$ cat src/pcicfg_defs.svh
// Purpose: Named constants for the configuration identification and command block
// Assumes: Configuration header addressed as 64 dwords of 32 bits
// Notes:   Included by bare name; definitions only
`ifndef PCICFG_DEFS_SVH
`define PCICFG_DEFS_SVH

`define PCICFG_DWORD_BITS        6
`define PCICFG_ID_DWORD          6'h00
`define PCICFG_CMD_DWORD         6'h01
`define PCICFG_CMD_RESET         16'h0000
`define PCICFG_CMD_WRITABLE      16'h0147
`define PCICFG_CMD_RSVD_MASK     16'hFC00
`define PCICFG_CMD_FIXED_MASK    16'h02B8
`define PCICFG_BIT_IO            0
`define PCICFG_BIT_MEM           1
`define PCICFG_BIT_INITIATOR     2
`define PCICFG_BIT_SPECIAL       3
`define PCICFG_BIT_WR_INVAL      4
`define PCICFG_BIT_PALETTE       5
`define PCICFG_BIT_PARITY        6
`define PCICFG_BIT_STEPPING      7
`define PCICFG_BIT_SYSERR        8
`define PCICFG_BIT_FAST_B2B      9
`define PCICFG_ZERO_WORD         16'h0000

`endif

$ cat src/pcicfg_pkg.sv
// Purpose: Types shared by the configuration identification and command block
// Assumes: Constants come from pcicfg_defs.svh
// Notes:   Structs carry the configuration request and the fixed feature outputs
`default_nettype none
`include "pcicfg_defs.svh"

package pcicfg_pkg;

	typedef struct packed {
		logic                            write;
		logic [`PCICFG_DWORD_BITS-1:0]   dword_index;
		logic [3:0]                      byte_en;
		logic [31:0]                     wdata;
	} pcicfg_request_type;

	typedef struct packed {
		logic fast_back_to_back_use;
		logic stepping_use;
		logic palette_snoop_use;
		logic write_invalidate_use;
		logic special_cycle_claim;
	} pcicfg_feature_type;

endpackage

`default_nettype wire

$ cat src/pcicfg_lane_merge.sv
// Purpose: Byte-lane merge of a write into a register with a writable mask
// Assumes: WIDTH is a multiple of eight
// Notes:   Purely combinational
`default_nettype none

module pcicfg_lane_merge #(
	parameter int WIDTH = 16
) (
	input  wire logic [WIDTH-1:0]   current,
	input  wire logic [WIDTH-1:0]   wdata,
	input  wire logic [WIDTH/8-1:0] lane_en,
	input  wire logic [WIDTH-1:0]   writable,
	output logic      [WIDTH-1:0]   merged
);
	genvar lane;
	generate
		for (lane = 0; lane < WIDTH/8; lane = lane + 1)
		begin : g_lane
			// Read-only bits keep their value even inside an enabled lane
			assign merged[lane*8 +: 8] = lane_en[lane]
				? ((wdata[lane*8 +: 8] & writable[lane*8 +: 8])
					| (current[lane*8 +: 8] & ~writable[lane*8 +: 8]))
				: current[lane*8 +: 8];
		end
	endgenerate
endmodule // pcicfg_lane_merge

`default_nettype wire

$ cat src/pcicfg_regs.sv
// Purpose: Identification words and command register of a configuration header
// Assumes: Bus logic on clk decodes configuration cycles into one-cycle requests
// Notes:   Answer is registered one cycle after each request
`default_nettype none
`include "pcicfg_defs.svh"

// Notes on behaviour
// - Maker identification at offset zero, read-only
// - Part identification at offset two, read-only
// - Command bits fifteen to ten read zero
// - Fast back-to-back bit zero, never used
// - Bit eight enables the system error driver
// - Address parity reported only with bits eight, six
// - Stepping bit hardwired zero, never used
// - Bit six enables parity error response
// - Palette snoop bit zero, never snooped
// - Write-invalidate bit zero, plain writes used
// - Special cycle bit zero, never claimed
// - Bit two gates bus initiator requests
// - Bit one gates memory space claims
// - Bit zero gates I/O space claims
// - Registers live in 256-byte configuration header
module pcicfg_regs
	import pcicfg_pkg::*;
#(
	// Arbitrary neutral identity values
	parameter logic [15:0] MAKER_ID = 16'h5A5A,
	parameter logic [15:0] PART_ID  = 16'h0101
) (
	input  wire logic                           clk,
	input  wire logic                           sys_rst,
	input  wire logic                           cfg_req,
	input  wire pcicfg_pkg::pcicfg_request_type cfg_request,
	output logic                                cfg_ack,
	output logic [31:0]                         cfg_rdata,
	input  wire logic                           core_initiator_req,
	output logic                                bus_initiator_req,
	input  wire logic                           memory_hit,
	output logic                                memory_claim,
	input  wire logic                           io_hit,
	output logic                                io_claim,
	input  wire logic                           address_parity_error,
	input  wire logic                           data_parity_error,
	output logic                                system_error_assert,
	output logic                                parity_error_assert,
	output logic [15:0]                         bus_interface_control,
	output pcicfg_pkg::pcicfg_feature_type      feature_use
);
	import pcicfg_pkg::*;

	logic [15:0] next_control;
	logic        cmd_write;
	logic        system_error_drive_enable;
	logic        parity_response_enable;
	logic        bus_initiator_enable;
	logic        fast_back_to_back_enable;
	logic        write_invalidate_enable;

	assign cmd_write = cfg_req && cfg_request.write
		&& (cfg_request.dword_index == `PCICFG_CMD_DWORD);

	pcicfg_lane_merge #(
		.WIDTH(16)
	) u_merge (
		.current  (bus_interface_control),
		.wdata    (cfg_request.wdata[15:0]),
		.lane_en  (cfg_request.byte_en[1:0]),
		.writable (`PCICFG_CMD_WRITABLE),
		.merged   (next_control)
	);

	// Identity dword is never written; mask keeps fixed bits at zero
	always_ff @(posedge clk)
	begin
		if (sys_rst)
			bus_interface_control <= `PCICFG_CMD_RESET;
		else if (cmd_write)
			bus_interface_control <= next_control;
	end

	assign system_error_drive_enable = bus_interface_control[`PCICFG_BIT_SYSERR];
	assign parity_response_enable    = bus_interface_control[`PCICFG_BIT_PARITY];
	assign bus_initiator_enable      = bus_interface_control[`PCICFG_BIT_INITIATOR];
	assign fast_back_to_back_enable  = bus_interface_control[`PCICFG_BIT_FAST_B2B];
	assign write_invalidate_enable   = bus_interface_control[`PCICFG_BIT_WR_INVAL];

	// Unmapped dwords of the header answer zero so probing is harmless
	always_ff @(posedge clk)
	begin
		if (sys_rst)
		begin
			cfg_ack   <= 1'b0;
			cfg_rdata <= {`PCICFG_ZERO_WORD, `PCICFG_ZERO_WORD};
		end
		else
		begin
			cfg_ack <= cfg_req;
			if (cfg_req && !cfg_request.write)
			begin
				case (cfg_request.dword_index)
					`PCICFG_ID_DWORD:  cfg_rdata <= {PART_ID, MAKER_ID};
					`PCICFG_CMD_DWORD: cfg_rdata <= {`PCICFG_ZERO_WORD, bus_interface_control};
					default:           cfg_rdata <= {`PCICFG_ZERO_WORD, `PCICFG_ZERO_WORD};
				endcase
			end
		end
	end

	// Gates are combinational so a claim is not delayed past decode
	assign bus_initiator_req = core_initiator_req && bus_initiator_enable;
	assign memory_claim = memory_hit && bus_interface_control[`PCICFG_BIT_MEM];
	assign io_claim     = io_hit && bus_interface_control[`PCICFG_BIT_IO];

	always_ff @(posedge clk)
	begin
		if (sys_rst)
		begin
			system_error_assert <= 1'b0;
			parity_error_assert <= 1'b0;
		end
		else
		begin
			system_error_assert <= address_parity_error
				&& system_error_drive_enable && parity_response_enable;
			parity_error_assert <= data_parity_error && parity_response_enable;
		end
	end

	// Unsupported features stay off whatever software writes
	always_ff @(posedge clk)
	begin
		if (sys_rst)
			feature_use <= '0;
		else
		begin
			feature_use.fast_back_to_back_use <= fast_back_to_back_enable;
			feature_use.stepping_use <= bus_interface_control[`PCICFG_BIT_STEPPING];
			feature_use.palette_snoop_use <= bus_interface_control[`PCICFG_BIT_PALETTE];
			feature_use.write_invalidate_use <= write_invalidate_enable;
			feature_use.special_cycle_claim <= bus_interface_control[`PCICFG_BIT_SPECIAL];
		end
	end
endmodule // pcicfg_regs

`default_nettype wire

$ cat config.mk
export PLATFORM = sky130hd
export DESIGN_NAME = pcicfg_regs
export DESIGN_NICKNAME = d
export VERILOG_FILES = /design/src/pcicfg_pkg.sv /design/src/pcicfg_lane_merge.sv /design/src/pcicfg_regs.sv
export VERILOG_INCLUDE_DIRS = /design/src
export SDC_FILE = /design/constraint.sdc
export NUM_CORES = 1
export LEC_CHECK = 0
export BUFFER_PORTS_ARGS = -buffer_cell sky130_fd_sc_hd__clkbuf_2
export CELL_PAD_IN_SITES_DETAIL_PLACEMENT = 1
export CELL_PAD_IN_SITES_GLOBAL_PLACEMENT = 2
export CORE_MARGIN = 3
export CORE_UTILIZATION = 25
export DETAILED_ROUTE_END_ITERATION = 10
export PLACE_DENSITY = 0.92
export SYNTH_ARGS = -nofsm -noshare
export SYNTH_HDL_FRONTEND = slang
export SYNTH_HIERARCHICAL = 1
export SYNTH_SLANG_ARGS = --single-unit
$ cat constraint.sdc
create_clock -name clk -period 1.8 [get_ports clk]
set_input_delay 0.36 -clock clk [delete_from_list [all_inputs] [get_ports clk]]
set_output_delay 0.36 -clock clk [all_outputs]
set_load 0.03 [all_outputs]
After elaboration in Yosys (flattened, before gate mapping) --
Cells that the tools add are included.
Cells by class: reductions and logical operators 13, equal/unequal tests 1, bitwise operators 2, multiplexer cells 1
Operator list (number):
- case mux 25 bit (2 select lines) | 1
- logical AND 1 bit | 9
- bitwise OR 1 x 8 -> 8 bit | 1
- bitwise OR 7 x 8 -> 8 bit | 1
- == test 6 x 1 -> 1 bit (second input constant) | 1
- logical NOT 6 bit | 1
- AND reduction 2 bit | 2
- logical NOT 1 bit | 1
Storage, ports and cells: register bits 56, input bits 51

Longest topological paths before layout --
Gate-level depths: netlist of the first run.
depth after elaboration 3, depth in mapped cells 5, depth with buffers taken out 4

Modules after synthesis --
The synthesis of the first run kept the hierarchy.
By module, submodules not included:
- pcicfg_regs | cells each 192, sequential area each 820.8 µm², times used 1, area each 1736.7 µm²
- pcicfg_lane_merge | cells each 34, sequential area each 0.0 µm², times used 1, area each 319.1 µm²

Worst setup path before layout of the first run --
OpenSTA, ideal clock, no wires.
kind input -> register, from in cfg_request[37] in the netlist's numbering, to reg bus_interface_control[3], setup time 121 ps, setup slack 282 ps, data arrival time 1397 ps, stages 3, data required time 1679 ps, path buffers 0, cell sequence or3_1 > nor3_4 > mux2_2
On the way: word-level cells in the longest chain between the ends 3
RTL lines:
- start: declaration | line pcicfg_regs.sv:33 | input wire pcicfg_pkg::pcicfg_request_type cfg_request,
- == test 6 x 1 -> 1 bit
- logical AND 1 bit | line pcicfg_regs.sv:59 | assign cmd_write = cfg_req && cfg_request.write
- AND reduction 2 bit (no source line)
- end signal: assignment | line pcicfg_regs.sv:76 | bus_interface_control <= `PCICFG_CMD_RESET;
- end signal: assignment | line pcicfg_regs.sv:78 | bus_interface_control <= next_control;
- end: declaration | line pcicfg_regs.sv:46 | output logic [15:0] bus_interface_control,
No other way between the ends. A chain may end at the register's enable or synchronous reset.

Worst setup path after layout of the first run --
from reg bus_interface_control[2], to out bus_initiator_req
On the way: word-level cells in the longest chain between the ends 1
RTL lines:
- logical AND 1 bit | line pcicfg_regs.sv:110 | assign bus_initiator_req = core_initiator_req && bus_initiator_enable;
- end: declaration | line pcicfg_regs.sv:37 | output logic bus_initiator_req,
No other way between the ends.

==> results of run 1 <==
layout make-up:
cell class | count | area, um^2 | area share (%)
multi-input combinational | 179 | 1142 | 43.23
clock buffer | 7 | 86.33 | 3.267
tap | 102 | 127.6 | 4.830
timing repair buffer | 85 | 457.9 | 17.33
sequential | 41 | 820.8 | 31.06
inverter | 2 | 7.507 | 0.2841
report_power, final:
part,internal (uW),leakage [uW],switching [uW]
Sequential,908,0.000330,0.932
Clock,304,0.0000443,307
Combinational,76.6,0.000813,154
Total,1290,0.00119,462
worst paths after layout:
path                                                from                       end  slack, ps  depth (start not counted)
worst max-delay path            bus_interface_control[2]         bus_initiator_req        350                          2
worst min-delay path                   data_parity_error       parity_error_assert        270                          3
worst max register to register  bus_interface_control[3]  bus_interface_control[3]        670                          3
worst min register to register              cfg_rdata[6]              cfg_rdata[6]        460                          2
per-stage QoR:
stage	total power (uW)	hold WS [ps]	cells	instance area (um^2)
CTS	1771	269.9	416	2643
detailed placement	1158	453.4	409	2556
global placement	1153	443.7	409	2556
finish	1751	269.5	416	2643
floorplan	1105	440.9	254	2161
global route	1835	278.9	416	2643
cells by family (layout without fill, tap and decap cells):
group | count (synthesis) | after routing | synth area share [%]
AOI/OAI and AO/OA | 47 | 47 | 14.24
DFF | 41 | 41 | 39.93
other | 2 | 30 | 0.3653
and+or+nand+nor | 81 | 81 | 21.12
muxes | 21 | 21 | 14.42
buffers and inverters | 34 | 94 | 9.921
Yosys cell counts (2+ instances only):
| master | count |
|---|---|
| nand2_1 | 35 |
| mux2_4 | 16 |
| o2111ai_1 | 8 |
| dfxtp_1 | 41 |
| a21oi_1 | 28 |
| nand2b_1 | 2 |
| o31ai_1 | 11 |
| buf_4 | 16 |
| nor2b_1 | 12 |
| clkbuf_1 | 7 |
| nand4_1 | 20 |
| conb_1 | 2 |
| nor2_1 | 3 |
| buf_2 | 7 |
| and2_1 | 4 |
| mux2_2 | 5 |
sequential cells by signal, summed over array words and instances, names as in the netlist:
name	flops
cfg_rdata	17
system_error_assert	1
feature_use	5
bus_interface_control	16
parity_error_assert	1
cfg_ack	1
cell usage in the layout (no fill, tap or decap), drive strengths merged, types with 2 or more instances in the layout:
| cell type | count |
|---|---|
| clkbuf | 84 |
| dfxtp | 41 |
| nand2 | 35 |
| conb | 30 |
| a21oi | 28 |
| mux2 | 21 |
| nand4 | 20 |
| nor2b | 12 |
| o31ai | 11 |
| o2111ai | 8 |
| buf | 8 |
| and2 | 4 |
| nor2 | 3 |
| nor3 | 2 |
| nand2b | 2 |
worst max-delay path, cell delays in order, from the launching register on:
cell      delay [ps]
dfxtp_1          440
and2_1           160
clkbuf_2         190
metal layers:
| layer | track usage [%] | up-vias | part of all wire [%] |
|---|---|---|---|
| met1 | 17.62 | 931 | 43 |
| met2 | 24.63 | 67 | 50 |
| li1 | - | 934 | - |
| met4 | 3.564 | 0 | 0.71 |
| met5 | 0 | - | 0 |
| met3 | 4.182 | 4 | 6.4 |
==> impl_metrics.toml, run 1 <==
[detailed_routing]
drt_wl_total_um = 6515
ant_nets = 0
initialDrtViolationCount = 103
avgViaCountPerCell = 4.654
vias = 1936
wire_per_inst_um = 15.66
firstDrtPassIters = 4
post-route-drc-count = 0

[clocking]
numCtsBuffers = 5
cts_hold_buf = 0
cts_resized = 0
post_cts_buffers = 0
cts_max_path_buffers = 2
cts_sinks = 41
clk_root_buffer_cell = "clkbuf_8"
cts_tree = "built"
clkTransAtPathRegs_ps = 80
htreeDepth = 2
clk_latency_ps = 300

[final_layout]
areaGrowthSynthToFinish_pct = 28.55
fin_util_pct = 33.67
drive_above_1_share_pct = 36.62
antenna_cells = 0
layout.nets = 365
fill_cells = 983

[setup_path]
start_kind = "flip-flop"
crit_fanout = 5
cp_data_required_time_ps = 1440
crit_path_end_kind = "primary output"
arrival_ps = 1090
critPathKind = "flip-flop to primary output"

[yosys]
synth_top_area_cell = "dfxtp_1"
yosys_register_bits = 41
synth_top_area_share_pct = 39.93
synth_cells = 226
syn_area_per_cell_um2 = 9.096
synthArstFlopShare_pct = 0
synth-seq-area-share_pct = 39.93
yosysUniqueCellTypes = 25
ys_warn_count = 6
ys.flop_type = "dfxtp_1"
yosys-top-cells-area = "dfxtp_1 (40%), mux2_4 (12%), a21oi_1 (6.8%)"
syn_area_um2 = 2056
synth_edf_count = 0

[sta]
fmax_mhz = 689.2
report.final.hold_viol_count = 0
tightest_slew_ps = 706.4
postLayoutSetupSlackWorst_ps = 348.9
final.min_clock_period_ps = 1451
setup_viol = 0
slew_headroom_pct = 52.91
finalClockSkew_ps = 6.642
rsz0062_at_grt = "no"
fin_crit_sh_pct = 80.61
drv_slew = 0
setup-tns-final_ps = 0

[hold_path]
holdCritPathClass = "primary input to flip-flop"

[placed_design]
detailedPlace.worstSlack_ps = 34.29
io_buffer_count = 77
dp_hpwl_um = 4867
gp_congestion = 0.8073

[floorplanning]
die-width_um = 96.68
dieArea_um2 = 9347
pin_count = 110
die_h_um = 96.68
num_rows = 32
start_util_pct = 26.20
coreArea_um2 = 7848

[global_routing]
grtUsageTotal_pct = 14.35
grt_pass1_wl_um = 10850
grt_overflow = 0
grt_max_degree = 29
grt_antenna_before_repair = 0
grt_pass1_vias = 2100

[power_and_ir_drop]
powerDensity_nw_per_um2 = 662.7
p_leak_uw = 0.001188
ir_worst_vdd_mv = 0.2193

[run_status]
outcome = "complete, no violations"

[run]
max_cap_violations = 0
(Power assumes the default switching activity.)
==> inputs of run 2 (changes only) <==
==> constraint.sdc (replaced) <==
create_clock -name clk -period 1.4 [get_ports clk]
set_input_delay 0.28 -clock clk [delete_from_list [all_inputs] [get_ports clk]]
set_output_delay 0.28 -clock clk [all_outputs]
set_load 0.03 [all_outputs]
==> run 2 against run 1 <==
  * Count of clock-buffer cells in the layout stayed put
  * Global-route usage decreased by 0.55 points
  * Cell area is 4.1% higher
  * Worst hold slack worse by 81 ps
  * Critical path depth increased by 2
  * Sequential share of layout area down 1.1 points
  * Cell count rose by 2.6%
  * Core utilization up 1.4 points
  * Total power rose by 35%
  * Largest cell class unchanged
==> impl_metrics.toml, run 2 (synthesis results as in run 1) <==
[run_status]
outcome = "complete, no violations"

[floorplanning]
coreArea_um2 = 7848
dieArea_um2 = 9347
die_h_um = 96.68
pin_count = 110
die-width_um = 96.68
start_util_pct = 26.20
num_rows = 32

[sta]
setup_viol = 0
rsz0062_at_grt = "no"
report.final.hold_viol_count = 0
drv_slew = 0
final.min_clock_period_ps = 1320
fin_crit_sh_pct = 94.28
fmax_mhz = 757.6
finalClockSkew_ps = 5.934

[placed_design]
gp_congestion = 0.7569
dp_hpwl_um = 4844
io_buffer_count = 77

[power_and_ir_drop]
power.total_uw = 2372
switchingPower_uw = 638.1
power_frac_seq_pct = 49.3
intPower_uw = 1734
swShare_pct = 26.90
powerDensity_nw_per_um2 = 862.1
p_clk_share_pct = 37.2
pwr-share-comb_pct = 13.5
ir_worst_vdd_mv = 0.2920
p_leak_uw = 0.001251

[detailed_routing]
firstDrtPassIters = 4
ant_nets = 0
post-route-drc-count = 0
wire_per_inst_um = 14.97
vias = 1989
initialDrtViolationCount = 94
drt_wl_total_um = 6393
avgViaCountPerCell = 4.658

[final_layout]
areaGrowthSynthToFinish_pct = 33.84
layout.nets = 375
drive_above_1_share_pct = 40.31
regMostFlops = "cfg_rdata"
largest_reg_flops = 17
antenna_cells = 0
top_regs = "cfg_rdata: 17 flops, bus_interface_control: 16 flops, feature_use: 5 flops"
fill_cells = 967
final_common_cell = "clkbuf_2"
fin_util_pct = 35.06
mostFrequentLayoutCells = "clkbuf_2 (77), dfxtp_1 (38), nand2_1 (35), conb_1 (30), a21oi_1 (28)"

[setup_path]
arrival_ps = 1510
crit_path_end_kind = "flip-flop"
cp_cell_sequence = "clkbuf_2 > or3b_4 > nor3_4 > mux2_2"
cp_data_required_time_ps = 1590
crit_slowest_cell = "or3b_4"
slowest_delay_ps = 420
start_kind = "primary input"
crit_fanout = 5
critPathKind = "primary input to flip-flop"

[global_routing]
grt_overflow = 0
grt_max_degree = 29
grtUsageTotal_pct = 13.80
grt_pass1_vias = 2076
grt_pass1_wl_um = 10490
grt_antenna_before_repair = 0

[clocking]
post_cts_buffers = 0
clk_latency_ps = 300
cts_resized = 1
numCtsBuffers = 5
clkTransAtPathRegs_ps = 80
clk_root_buffer_cell = "clkbuf_8"
cts_tree = "built"
cts_hold_buf = 0
htreeDepth = 2
cts_sinks = 41
cts_max_path_buffers = 2

[hold_path]
holdCritPathClass = "primary input to flip-flop"

[run]
max_cap_violations = 0
[run 2: per-stage QoR]
| step | hold WS, ps | instance area (um^2) | TNS, ps | setup slack [ps] | std cells |
|---|---|---|---|---|---|
| detailed placement | 446.5 | 2646 | -2193 | -243.0 | 419 |
| global placement | 443.0 | 2646 | -1760 | -216.0 | 419 |
| finish | 188.1 | 2751 | 0 | 80.02 | 427 |
| global route | 213.5 | 2751 | 0 | 26.57 | 427 |
| floorplan | 360.9 | 2163 | -12.46 | -2.493 | 254 |
| CTS | 189.7 | 2749 | 0 | 9.405 | 427 |
[run 2: power by group through the flow]
| stage | logic [uW] | registers [uW] | clock network [uW] |
|---|---|---|---|
| 2_1_floorplan | 220 | 1200 | 0 |
| 3_3_place_gp | 311 | 1200 | 0 |
| 3_5_place_dp | 318 | 1200 | 0 |
| 4_1_cts | 319 | 1170 | 898 |
| 5_1_grt | 348 | 1170 | 959 |
| 6_report | 320 | 1170 | 883 |
[run 2: final timing paths]
path | start | end | slack (ps) | depth (start not counted)
setup / recovery | cfg_request[39] | bus_interface_control[9] | 80 | 4
hold / removal | data_parity_error | parity_error_assert | 190 | 3
hold reg to reg | cfg_rdata[0] | cfg_rdata[0] | 450 | 2
setup reg to reg | bus_interface_control[9] | bus_interface_control[9] | 280 | 3
[run 2: area by class of cell]
class                   instances  area (um^2)  share of cell area (%)
multi-input cells             179         1145                   41.61
clock inverters                 1        5.005                  0.1819
flip-flops and latches         41        824.5                   29.97
repair buffers                 95        545.5                   19.83
inverters                       2        7.507                  0.2729
well taps                     102        127.6                   4.638
clock buffers                   7        96.34                   3.502
[run 2: per-layer routing]
metal	up-vias	share of wire, %	global-route usage [%]	wire, um
met5	-	0	0	0
met4	0	0.77	3.240	49
met3	6	6.4	3.965	406
met2	68	50	24.63	3168
met1	959	43	16.26	2769
li1	956	-	-	-
[run 2: worst max-delay path: cells and delay by family]
family | cells | cell delay, ps
AND/OR/NAND/NOR | 2 | 760
multiplexers | 1 | 380
buffers and inverters | 1 | 90
